File: config.mk
export PLATFORM = sky130hd
export DESIGN_NAME = acd_adc_ctrl
export DESIGN_NICKNAME = d
export VERILOG_FILES = /design/src/hw/acd_adc_ctrl.v
export VERILOG_INCLUDE_DIRS = /design/src /design/src/hw
export SDC_FILE = /design/constraint.sdc
export NUM_CORES = 1
export LEC_CHECK = 0
export ABC_AREA = 1
export BUFFER_PORTS_ARGS = -buffer_cell sky130_fd_sc_hd__buf_4
export CAP_MARGIN = 15
export CORE_MARGIN = 1
export CORE_UTILIZATION = 50
export CTS_BUF_LIST = sky130_fd_sc_hd__clkbuf_4
export DETAILED_ROUTE_END_ITERATION = 16
export GPL_ROUTABILITY_DRIVEN = 0
export PLACE_DENSITY = 0.89
export SYNTH_ARGS = -nofsm -noshare
export SYNTH_HDL_FRONTEND = slang
export SYNTH_SLANG_ARGS = --single-unit
File: constraint.sdc
create_clock -name mclk_i -period 3.6 [get_ports mclk_i]
set_input_delay 0.18 -clock mclk_i [delete_from_list [all_inputs] [get_ports mclk_i]]
set_output_delay 0.18 -clock mclk_i [all_outputs]
set_load 0.1 [all_outputs]
File: src/hw/acd_defs.vh
// Constants for the ADC control and data register block
`ifndef ACD_DEFS_VH
`define ACD_DEFS_VH
`define ACD_OFS_SETUP 9'h000
`define ACD_OFS_RESULT 9'h004
`define ACD_OFS_FLAGS 9'h008
`define ACD_OFS_TRIGGER 9'h00c
`define ACD_BIT_RST 11
`define ACD_BIT_IRQ_CONV 10
`define ACD_BIT_IRQ_SETTLE 9
`define ACD_BIT_AUTO 8
`define ACD_GAIN_HI 7
`define ACD_GAIN_LO 6
`define ACD_BIT_DIFF 5
`define ACD_CHAN_HI 4
`define ACD_CHAN_LO 0
`define ACD_BIT_CHAN_UPPER 4
`define ACD_SETUP_W 12
`define ACD_SETUP_RST 12'h000
`define ACD_BE_HALF 4'h3
`define ACD_CLK_MHZ 20
`define ACD_SETTLE_US 16
// Settling span in clocks: 16 us at 20 MHz, sized to the counter
`define ACD_SETTLE_CYC 9'd320
`define ACD_CNT_W 9
`define ACD_POS_FULL 16'h7fff
`define ACD_NEG_FULL 16'h8000
`define ACD_ZERO16 16'h0000
`define ACD_ZERO32 32'h00000000
`endif

File: src/hw/acd_adc_ctrl.v
// ADC setup register, settling timer, conversion start and result register
`timescale 1ns/1ns
`default_nettype none
`include "acd_defs.vh"

////////////////////////////////////////////////////////////////////////////////
// Operation
// [RULE_01] With auto mode off, convert only on a software write to the trigger register.
// [RULE_02] With auto mode on, start a conversion when the 16 us settling period ends.
// [RULE_03] A setup write applies channel and gain; gain codes 0..3 mean x1, x2, x4, x8.
// [RULE_04] Codes 0..15 pick channels 1..16; upper codes pick 17..32, or ground if differential.
// [RULE_05] Setup writes are ignored while the settling period is still running.
// [RULE_06] Host uses only 16 or 32 bit transfers on the setup register.
// [RULE_07] Host never writes the setup register while the sequencer runs.
// [RULE_08] Conversion and settling interrupts appear only with the global enable set.
// [RULE_09] Result holds the sample as 16-bit two's complement in bits 15:0, read-only.
// [RULE_10] Result bits 31:16 read zero and writes to them do nothing.
// [RULE_11] Result loads when the busy flag falls after a trigger or auto conversion.
// [RULE_12] Sequencer conversions leave the result register unchanged.
// [RULE_13] Full scale or overrange reads 7fff, negative full scale or underrange 8000.
// [RULE_14] Software discards the first two conversions after power-up.
// [RULE_15] Every accepted setup write sets settling active until the settling time ends.
// [RULE_16] In auto mode the busy flag sets by itself once settling has elapsed.
// [RULE_17] In manual mode any write of any value to the trigger register converts; the code ignores trigger writes while seq_mode_i is set.
// [RULE_18] Setup fields hold the last accepted write; reset clears them to zero.
module acd_adc_ctrl (
   input wire mclk_i,               // Local bus clock
   input wire rst_n_i,              // Synchronous reset, active low
   input wire [8:0] bus_addr_i,     // Register byte address
   input wire bus_wr_i,             // Write strobe, one cycle
   input wire bus_rd_i,             // Read strobe, one cycle
   input wire [3:0] bus_be_i,       // Byte enables, bit 0 is data 7:0
   input wire [31:0] bus_wdata_i,   // Write data
   output reg [31:0] bus_rdata_o,   // Read data, valid cycle after read strobe
   input wire seq_mode_i,           // Sequencer selected
   input wire seq_conv_i,           // Sequencer owns the running conversion
   input wire global_irq_enable_i,  // Master interrupt enable
   input wire adc_busy_i,           // Converter busy pin
   input wire [15:0] adc_sample_i,  // Converter sample, two's complement
   input wire adc_over_i,           // Converter overrange indication
   input wire adc_under_i,          // Converter underrange indication
   output reg adc_start_o,          // Conversion start pulse
   output reg adc_reset_o,          // Converter reset level
   output reg [1:0] gain_o,         // Amplifier gain code
   output reg [4:0] chan_o,         // Multiplexer channel code
   output reg input_pairing_sel_o,  // Differential input selected
   output reg ground_sel_o,         // Converter input tied to ground
   output wire settling_active_o,   // Settling time running
   output wire conv_busy_o,         // Conversion in progress
   output reg irq_settle_o,         // Settling done interrupt pulse
   output reg irq_conv_o            // Conversion done interrupt pulse
);

////////////////////////////////////////////////////////////////////////////////
reg [`ACD_SETUP_W-1:0] setup_r;
reg [`ACD_CNT_W-1:0] settle_cnt_r;
reg settling_r;
reg conv_busy_r;
reg own_conv_r;
reg [15:0] result_r;
reg busy_s1_r;
reg busy_s2_r;
reg busy_s3_r;
wire setup_hit;
wire trig_hit;
wire setup_wr;
wire settle_end;
wire manual_start;
wire auto_start;
wire busy_fall;
reg [15:0] sample_code;

assign setup_hit = bus_wr_i && (bus_addr_i == `ACD_OFS_SETUP) && ((bus_be_i & `ACD_BE_HALF) == `ACD_BE_HALF);
assign trig_hit = bus_wr_i && (bus_addr_i == `ACD_OFS_TRIGGER);
assign setup_wr = setup_hit && !settling_r; // [RULE_05]
assign settle_end = settling_r && (settle_cnt_r == `ACD_CNT_W'd1);
assign manual_start = trig_hit && !setup_r[`ACD_BIT_AUTO] && !seq_mode_i; // [RULE_01] [RULE_17]
assign auto_start = settle_end && setup_r[`ACD_BIT_AUTO]; // [RULE_02] [RULE_16]
assign busy_fall = busy_s3_r && !busy_s2_r;
assign settling_active_o = settling_r;
assign conv_busy_o = conv_busy_r;

////////////////////////////////////////////////////////////////////////////////
// Setup register
always @(posedge mclk_i) begin
   if (!rst_n_i) begin
      setup_r <= `ACD_SETUP_RST; // [RULE_18]
   end else if (setup_wr) begin
      setup_r <= bus_wdata_i[`ACD_SETUP_W-1:0]; // [RULE_03] [RULE_18]
   end
end

// Multiplexer and amplifier drive
always @(posedge mclk_i) begin
   if (!rst_n_i) begin
      gain_o <= 2'h0;
      chan_o <= 5'h00;
      input_pairing_sel_o <= 1'b0;
      ground_sel_o <= 1'b0;
      adc_reset_o <= 1'b0;
   end else begin
      gain_o <= setup_r[`ACD_GAIN_HI:`ACD_GAIN_LO]; // [RULE_03]
      chan_o <= setup_r[`ACD_CHAN_HI:`ACD_CHAN_LO]; // [RULE_04]
      input_pairing_sel_o <= setup_r[`ACD_BIT_DIFF];
      ground_sel_o <= setup_r[`ACD_BIT_DIFF] && setup_r[`ACD_BIT_CHAN_UPPER]; // [RULE_04]
      adc_reset_o <= setup_r[`ACD_BIT_RST];
   end
end

////////////////////////////////////////////////////////////////////////////////
// Settling timer
always @(posedge mclk_i) begin
   if (!rst_n_i) begin
      settling_r <= 1'b0;
      settle_cnt_r <= {`ACD_CNT_W{1'b0}};
   end else if (setup_wr) begin
      settling_r <= 1'b1; // [RULE_15]
      settle_cnt_r <= `ACD_SETTLE_CYC;
   end else if (settle_end) begin
      settling_r <= 1'b0; // [RULE_15]
      settle_cnt_r <= {`ACD_CNT_W{1'b0}};
   end else if (settling_r) begin
      settle_cnt_r <= settle_cnt_r - `ACD_CNT_W'd1;
   end
end

////////////////////////////////////////////////////////////////////////////////
// Busy pin synchroniser; third stage only for edge detection
always @(posedge mclk_i) begin
   if (!rst_n_i) begin
      busy_s1_r <= 1'b0;
      busy_s2_r <= 1'b0;
      busy_s3_r <= 1'b0;
   end else begin
      busy_s1_r <= adc_busy_i;
      busy_s2_r <= busy_s1_r;
      busy_s3_r <= busy_s2_r;
   end
end

// Conversion start and busy tracking
always @(posedge mclk_i) begin
   if (!rst_n_i) begin
      adc_start_o <= 1'b0;
      conv_busy_r <= 1'b0;
      own_conv_r <= 1'b0;
   end else begin
      adc_start_o <= manual_start || auto_start;
      if (manual_start || auto_start) begin
         conv_busy_r <= 1'b1; // [RULE_16]
         own_conv_r <= !seq_conv_i;
      end else if (busy_fall) begin
         conv_busy_r <= 1'b0;
         own_conv_r <= 1'b0;
      end
   end
end

////////////////////////////////////////////////////////////////////////////////
// Result coding and register
always @* begin
   sample_code = adc_sample_i;
   if (adc_over_i) begin
      sample_code = `ACD_POS_FULL; // [RULE_13]
   end else if (adc_under_i) begin
      sample_code = `ACD_NEG_FULL; // [RULE_13]
   end
end

always @(posedge mclk_i) begin
   if (!rst_n_i) begin
      result_r <= `ACD_ZERO16;
   end else if (busy_fall && conv_busy_r && own_conv_r && !seq_conv_i) begin
      result_r <= sample_code; // [RULE_09] [RULE_11] [RULE_12]
   end
end

////////////////////////////////////////////////////////////////////////////////
// Interrupt pulses
always @(posedge mclk_i) begin
   if (!rst_n_i) begin
      irq_settle_o <= 1'b0;
      irq_conv_o <= 1'b0;
   end else begin
      irq_settle_o <= settle_end && setup_r[`ACD_BIT_IRQ_SETTLE] && global_irq_enable_i; // [RULE_08]
      irq_conv_o <= busy_fall && conv_busy_r && setup_r[`ACD_BIT_IRQ_CONV] && global_irq_enable_i; // [RULE_08]
   end
end

////////////////////////////////////////////////////////////////////////////////
// Read path
always @(posedge mclk_i) begin
   if (!rst_n_i) begin
      bus_rdata_o <= `ACD_ZERO32;
   end else if (bus_rd_i) begin
      case (bus_addr_i)
         `ACD_OFS_SETUP: bus_rdata_o <= {20'h00000, setup_r};
         `ACD_OFS_RESULT: bus_rdata_o <= {16'h0000, result_r}; // [RULE_10]
         `ACD_OFS_FLAGS: bus_rdata_o <= {30'h0, settling_r, conv_busy_r};
         default: bus_rdata_o <= `ACD_ZERO32;
      endcase
   end
end

endmodule
`default_nettype wire

==> impl_results.md, run 1 <==
* Yosys reg bits at 72
* Root buffer cell: clkbuf_4
* Avg Synthesized Cell Area at 7.87 um^2
* Met2 Use GR at 33.8%
* DR vias/cell at 5.19
* Min-delay worst type: input pin to flop
* Max H-tree Level at 3
* Final Power at 1.55 mW
* Placed cell count at 538
* Routed WL per cell at 13.0 um
* Switch share at around 27%
* Final setup viols at 0
* RR Startpoint: busy_s3_r
* Final worst setup slack at 1.94 ns
* Final Critical Period at about 1.7 ns
* HPWL Detailed at 5140 um
* Slew HR at approximately half
* Setup TNS at 0 ns
* Top Ports at 118
* Die H at 81.8 um
* P_sw at 0.423 mW
* Overflow after GRT at 0
* Number of distinct library cells after synthesis at 37
* Status: finished, final reports clean
* Pre-antenna DRT Iters at 5
* Final WL at between 7000 and 8000 um
* Met1 Resource Use GR at 29.1%
* Met3 GRT Util at 3.00%
* Hold path endpoint: setup_r[0]
* Residual DRC count at 0
* Leak at 1.76 nW
* Worst Path Arrival at between 1.5 and 2 ns
* Setup CP Type: flop to flop
* Global-route wire length before repair at 11100 um
* Setup WS pre-CTS at 1.67 ns
* R2R setup slack at 1.94 ns
* Drt initial violations at 192
* CTS-repair resized insts at 0
* FF-to-FF End: result_r[14]
* Final net count at 550
* Placeable Area at around 0.006 mm^2
* Die X-Extent at 81.8 um
* Worst setup path startpoint: busy_s3_r
* Gate Count Post-Synth at 404
* Post-synthesis sequential area ratio at 45.3%
* Clock Pin Slew Worst Setup and Hold Paths at 0.12 ns
* Clock skew at 0.0128 ns
* # diodes at 0
* Min-delay src: bus_wdata_i[0]
* Fillers at 508
* Worst skew pair latency at 0.40 ns
* CTS buffer count at 9
* Final Cycle Share at 46.0%
* Post-Syn Area at 0.00318 mm^2
* Slew @ Worst Pin at 0.746 ns
* Int Pwr at 1.13 mW
* CP max FO at 32
* Cell Count, Final, Fillers Out at between 500 and 600
* GR peak layer: met2
* Setup Fix Bufs, Post-CTS at 0
* Power share of the sequential group at roughly 52%
* Worst setup SP type: flop
* Comb pwr share at 12.3%
* Area Growth Syn to Fin at 22.0%
* Port Buffers at 79
* RSZ-0062 raised after global routing: no
* CTS tree: yes
* Hold Path Depth at 3
* Antenna violations before repair at 0
* Vias in the first global route at 2481
* Final Instance Area at 0.00388 mm^2
* Clock share of power at a little over a third
* Max-Cap Viols at 0
* DP Area at around 0.0037 mm^2
* Final ANT Viol Nets at 0
* Clk buf depth at 2
* Max Fclk at 0.603 GHz
* Die Area at 0.00668 mm^2
* Hold_buf cts at 3
* Worst vdd ir at 0.316 mV
* Critical path required time at 3.93 ns
* Largest net degree at the start of global routing at 49
* Initial Util at 52.8%
* Worst Setup End Kind: flop
* Final Util at 64.4%
* Layout cell share with drive strength beyond 1 at 25.5%
* Max-slew violation count at 0
* Reg2Reg Depth at 6
* Pwr dens at ~400 mW/mm^2
* Yosys warns at 0
* Total number of vias at around 2900
* Fin Hold WS at 0.0212 ns
* Endpoints failing hold at 0
* Total GRT Usage at between 20% and 30%
* Clk sinks at 72
* Std cell rows at 28
layer usage:
metal | up-vias | share of wire [%]
met1 | 1304 | 43
met5 | - | 0
met4 | 0 | 3.8
met2 | 122 | 47
met3 | 23 | 6.0
li1 | 1443 | -
cell usage after synthesis (all sizes together):
cell / count / share of area (%)
and2: 1 / 0.20
dfxtp: 72 / 45
a211oi: 1 / 0.24
xor2: 3 / 0.83
or2: 1 / 0.20
buf: 25 / 6.0
nor4: 1 / 0.20
o211ai: 1 / 0.24
nand2: 61 / 7.8
clkbuf: 10 / 1.2
nor3: 4 / 0.63
o21bai: 1 / 0.24
a21oi: 62 / 10
nand3: 33 / 6.1
conb: 1 / 0.12
ha: 2 / 0.79
o21ai: 46 / 7.6
nor2: 31 / 5.4
o22ai: 1 / 0.20
and3: 1 / 0.20
nand4: 2 / 0.87
inv: 43 / 5.1
clkinv: 1 / 0.12
power groups by stage:
stage / Clock [mW] / Combinational [mW] / Sequential, mW
after floorplan: 0 / 0.131 / 0.835
after global placement: 0 / 0.187 / 0.820
after detailed placement: 0 / 0.188 / 0.820
after CTS: 0.563 / 0.191 / 0.802
after global routing: 0.600 / 0.201 / 0.803
final: 0.555 / 0.191 / 0.802
cell families after synthesis:
group / count (synthesis) / synth area share [%]
other: 1 / 0.118
DFF: 72 / 45.3
xor gates and xnor gates: 3 / 0.826
and+or+nand+nor: 135 / 21.6
AOI/OAI and AO/OA: 112 / 19.0
adders and majority gates: 2 / 0.787
buffers and inverters: 79 / 12.4
cell usage in the layout (no fill, tap or decap), drive strengths merged, types with 4 or more instances in the layout:
cell / instances
dfxtp: 72
o21ai: 46
nand3: 33
nor2: 31
nand2: 61
a21oi: 62
conb: 16
clkbuf: 9
nor3: 4
clkinv: 6
inv: 43
buf: 79
final cells by class:
cell class / instances / area [um^2] / area share, %
clock buffer: 9 / 67.6 / 1.74
sequential: 72 / 1440 / 37.1
multi-input combinational: 268 / 1400 / 36.1
clock inverter: 7 / 86.3 / 2.23
tap: 75 / 93.8 / 2.42
timing repair buffer: 82 / 623 / 16.1
inverter: 44 / 165 / 4.26
worst max path at each step:
stage | to | slack [ns]
after global placement | settle_cnt_r[7] | 1.71
after global routing | result_r[2] | 1.73
after detailed placement | settle_cnt_r[7] | 1.67
final | result_r[14] | 1.94
after floorplan | settle_cnt_r[6] | 1.69
after CTS | result_r[14] | 1.96
worst max-delay path: stages (launching register included):
cell and delay (ns):
dfxtp_1 0.34, inv_1 0.06, nor2_1 0.16, nand4_1 0.12
inv_1 0.57, o21ai_0 0.20, a21oi_1 0.14
state kept, by name, indices dropped and copies added (netlist names), 2 cells and up:
name,flops
settle_cnt_r,9
setup_r,12
gain_o,2
bus_rdata_o,16
result_r,16
chan_o,5
No activity file was read; power rests on OpenSTA's default activity.
==> run 2: changes to the inputs <==
- CORE_UTILIZATION: 50 -> 46
- PLACE_DENSITY: 0.89 -> 0.86
- clock period: 3.6 -> 1.5 ns (I/O delays scaled with it)
==> run 2 against run 1 <==
Net effect:
- register-to-register slack got worse by 1.8 ns
- cell count increased by 6.5%
- via count increased by 7.1%
- clock-buffer cell count increased by 1
- routed wire length increased by 14%
- largest cell class unchanged
- critical endpoint is now settle_cnt_r[7]
- clock skew decreased by 0.0018 ns
- highest routed layer unchanged
- clock power increased to 2.8 times the previous value
- global-route usage increased by 1.3 points
- non-clock buffer count increased by 34
==> impl_results.md, run 2 (synthesis results as in run 1) <==
* Max H-tree Level at 3
* Root buffer cell: clkbuf_4
* CP max FO at 7
* Routed WL per cell at 13.9 um
* Port Buffers at 79
* # diodes at 0
* Int Pwr at 2.95 mW
* CTS buffer count at 9
* Clock Pin Slew Worst Setup and Hold Paths at 0.11 ns
* Setup WS pre-CTS at 0.158 ns
* Regs by FF count: bus_rdata_o x16, result_r x16, setup_r x12
* Setup CP Type: flop to flop
* Most common cell after layout, fill and taps aside: buf_4
* Power share of the sequential group at between 40% and 50%
* Max Fclk at 0.727 GHz
* CTS tree: yes
* Die H at 85.2 um
* Vias in the first global route at 2846
* Final Critical Period at about 1.4 ns
* Area Growth Syn to Fin at 34.2%
* Clock skew at 0.0111 ns
* Pre-antenna DRT Iters at 5
* Placeable Area at 0.00649 mm^2
* Total GRT Usage at roughly a quarter
* R2R setup slack at 0.12 ns
* Worst Setup End Kind: flop
* Clk buf depth at 2
* DR vias/cell at about 5.2
* Worst skew pair latency at 0.43 ns
* Residual DRC count at 0
* Final worst setup slack at approximately 0.12 ns
* Clk sinks at 72
* Leak at 1.93 nW
* Final setup viols at 0
* Final WL at slightly above 8000 um
* HPWL Detailed at 5460 um
* Worst vdd ir at around 0.43 mV
* Layout cell share with drive strength beyond 1 at 25.8%
* RSZ-0062 raised after global routing: no
* Antenna violations before repair at 0
* Most frequent cells in the layout: 83 x buf_4, 69 x dfxtp_1, 57 x nand2_1, 56 x a21oi_1, 41 x inv_1
* Status: finished, final reports clean
* Switch share at 26.2%
* Initial Util at between 40% and 50%
* Setup TNS at 0 ns
* Overflow after GRT at 0
* Critical path required time at 1.84 ns
* Setup Fix Bufs, Post-CTS at 0
* Total number of vias at 3098
* Drt initial violations at approximately 150
* Largest net degree at the start of global routing at 34
* Min-delay worst type: input pin to flop
* Comb pwr share at 13.4%
* P_sw at between 1 and 1.5 mW
* Max-slew violation count at 0
* Std cell rows at 29
* Die Area at roughly 0.0073 mm^2
* Global-route wire length before repair at 13100 um
* Pwr dens at 935 mW/mm^2
* Final ANT Viol Nets at 0
* Final Cycle Share at between 90% and 100%
* Top Ports at about 120
* Final net count at 584
* Die X-Extent at 85.2 um
* Endpoints failing hold at 0
* Clock share of power at 38.5%
* Max-Cap Viols at 0
* Worst setup SP type: flop
* Worst Path Arrival at between 1.5 and 2 ns
[run 2: changes by cell type in the layout (fill, tap and decap cells not counted), sizes merged]
cell,before,now
dlygate4sd3,3,31
buf,79,85
clkinv,6,4
bufinv,2,3
clkbuf,9,10
[run 2: worst max-delay path, cell delays in order, from the launching register on]
cell	delay [ns]
dfxtp_1	0.37
inv_1	0.07
ha_1	0.19
nand2_1	0.07
nor2_1	0.05
a21oi_1	0.17
nand2_1	0.19
nor3_1	0.18
[run 2: final timing paths]
| check | from | depth (start not counted) | endpoint |
|---|---|---|---|
| max reg2reg | settle_cnt_r[1] | 7 | settle_cnt_r[7] |
| min | rst_n_i | 3 | busy_s2_r |
| min reg2reg | setup_r[11] | 2 | adc_reset_o |
| max | settle_cnt_r[1] | 7 | settle_cnt_r[7] |
[run 2: layer usage]
| metal | GRT usage, % | wire [um] |
|---|---|---|
| met1 | 29.7 | 3470 |
| met3 | 3.70 | 538 |
| met5 | 0 | 0 |
| met2 | 39.3 | 4070 |
| met4 | 9.86 | 154 |
[run 2: stage by stage]
| step | power (mW) | util [%] | cells | cell area [um^2] | hold slack [ns] |
|---|---|---|---|---|---|
| after global routing | 4.13 | 65.7 | 593 | 4270 | 0.0286 |
| after detailed placement | 2.43 | 58.1 | 546 | 3770 | 0.262 |
| final | 3.99 | 65.7 | 593 | 4270 | 0.0293 |
| after global placement | 2.42 | 58.1 | 546 | 3770 | 0.272 |
| after CTS | 4.01 | 65.7 | 593 | 4270 | 0.00856 |
| after floorplan | 2.32 | - | 419 | 3240 | 0.173 |
[run 2: final cells by class]
cell class,count,area [um^2]
fill,514,2230
tap,77,96.3
timing repair buffer,116,973
clock inverter,6,108
clock buffer,10,75.1
multi-input combinational,268,1400
inverter,44,165
sequential,72,1450
[run 2: repair_timing]
action,in CTS,in global routing
gates resized for setup,0,1
hold endpoints to repair,36,0
endpoints found under the setup margin,0,1
hold buffers,31,0
[run 2: power by group through the flow]
stage | sequential, mW | clock, mW | combinational, mW
floorplan | 2.00 | 0 | 0.315
CTS | 1.92 | 1.56 | 0.528
global route | 1.93 | 1.65 | 0.561
detailed placement | 1.97 | 0 | 0.461
finish | 1.92 | 1.54 | 0.534
global placement | 1.97 | 0 | 0.456
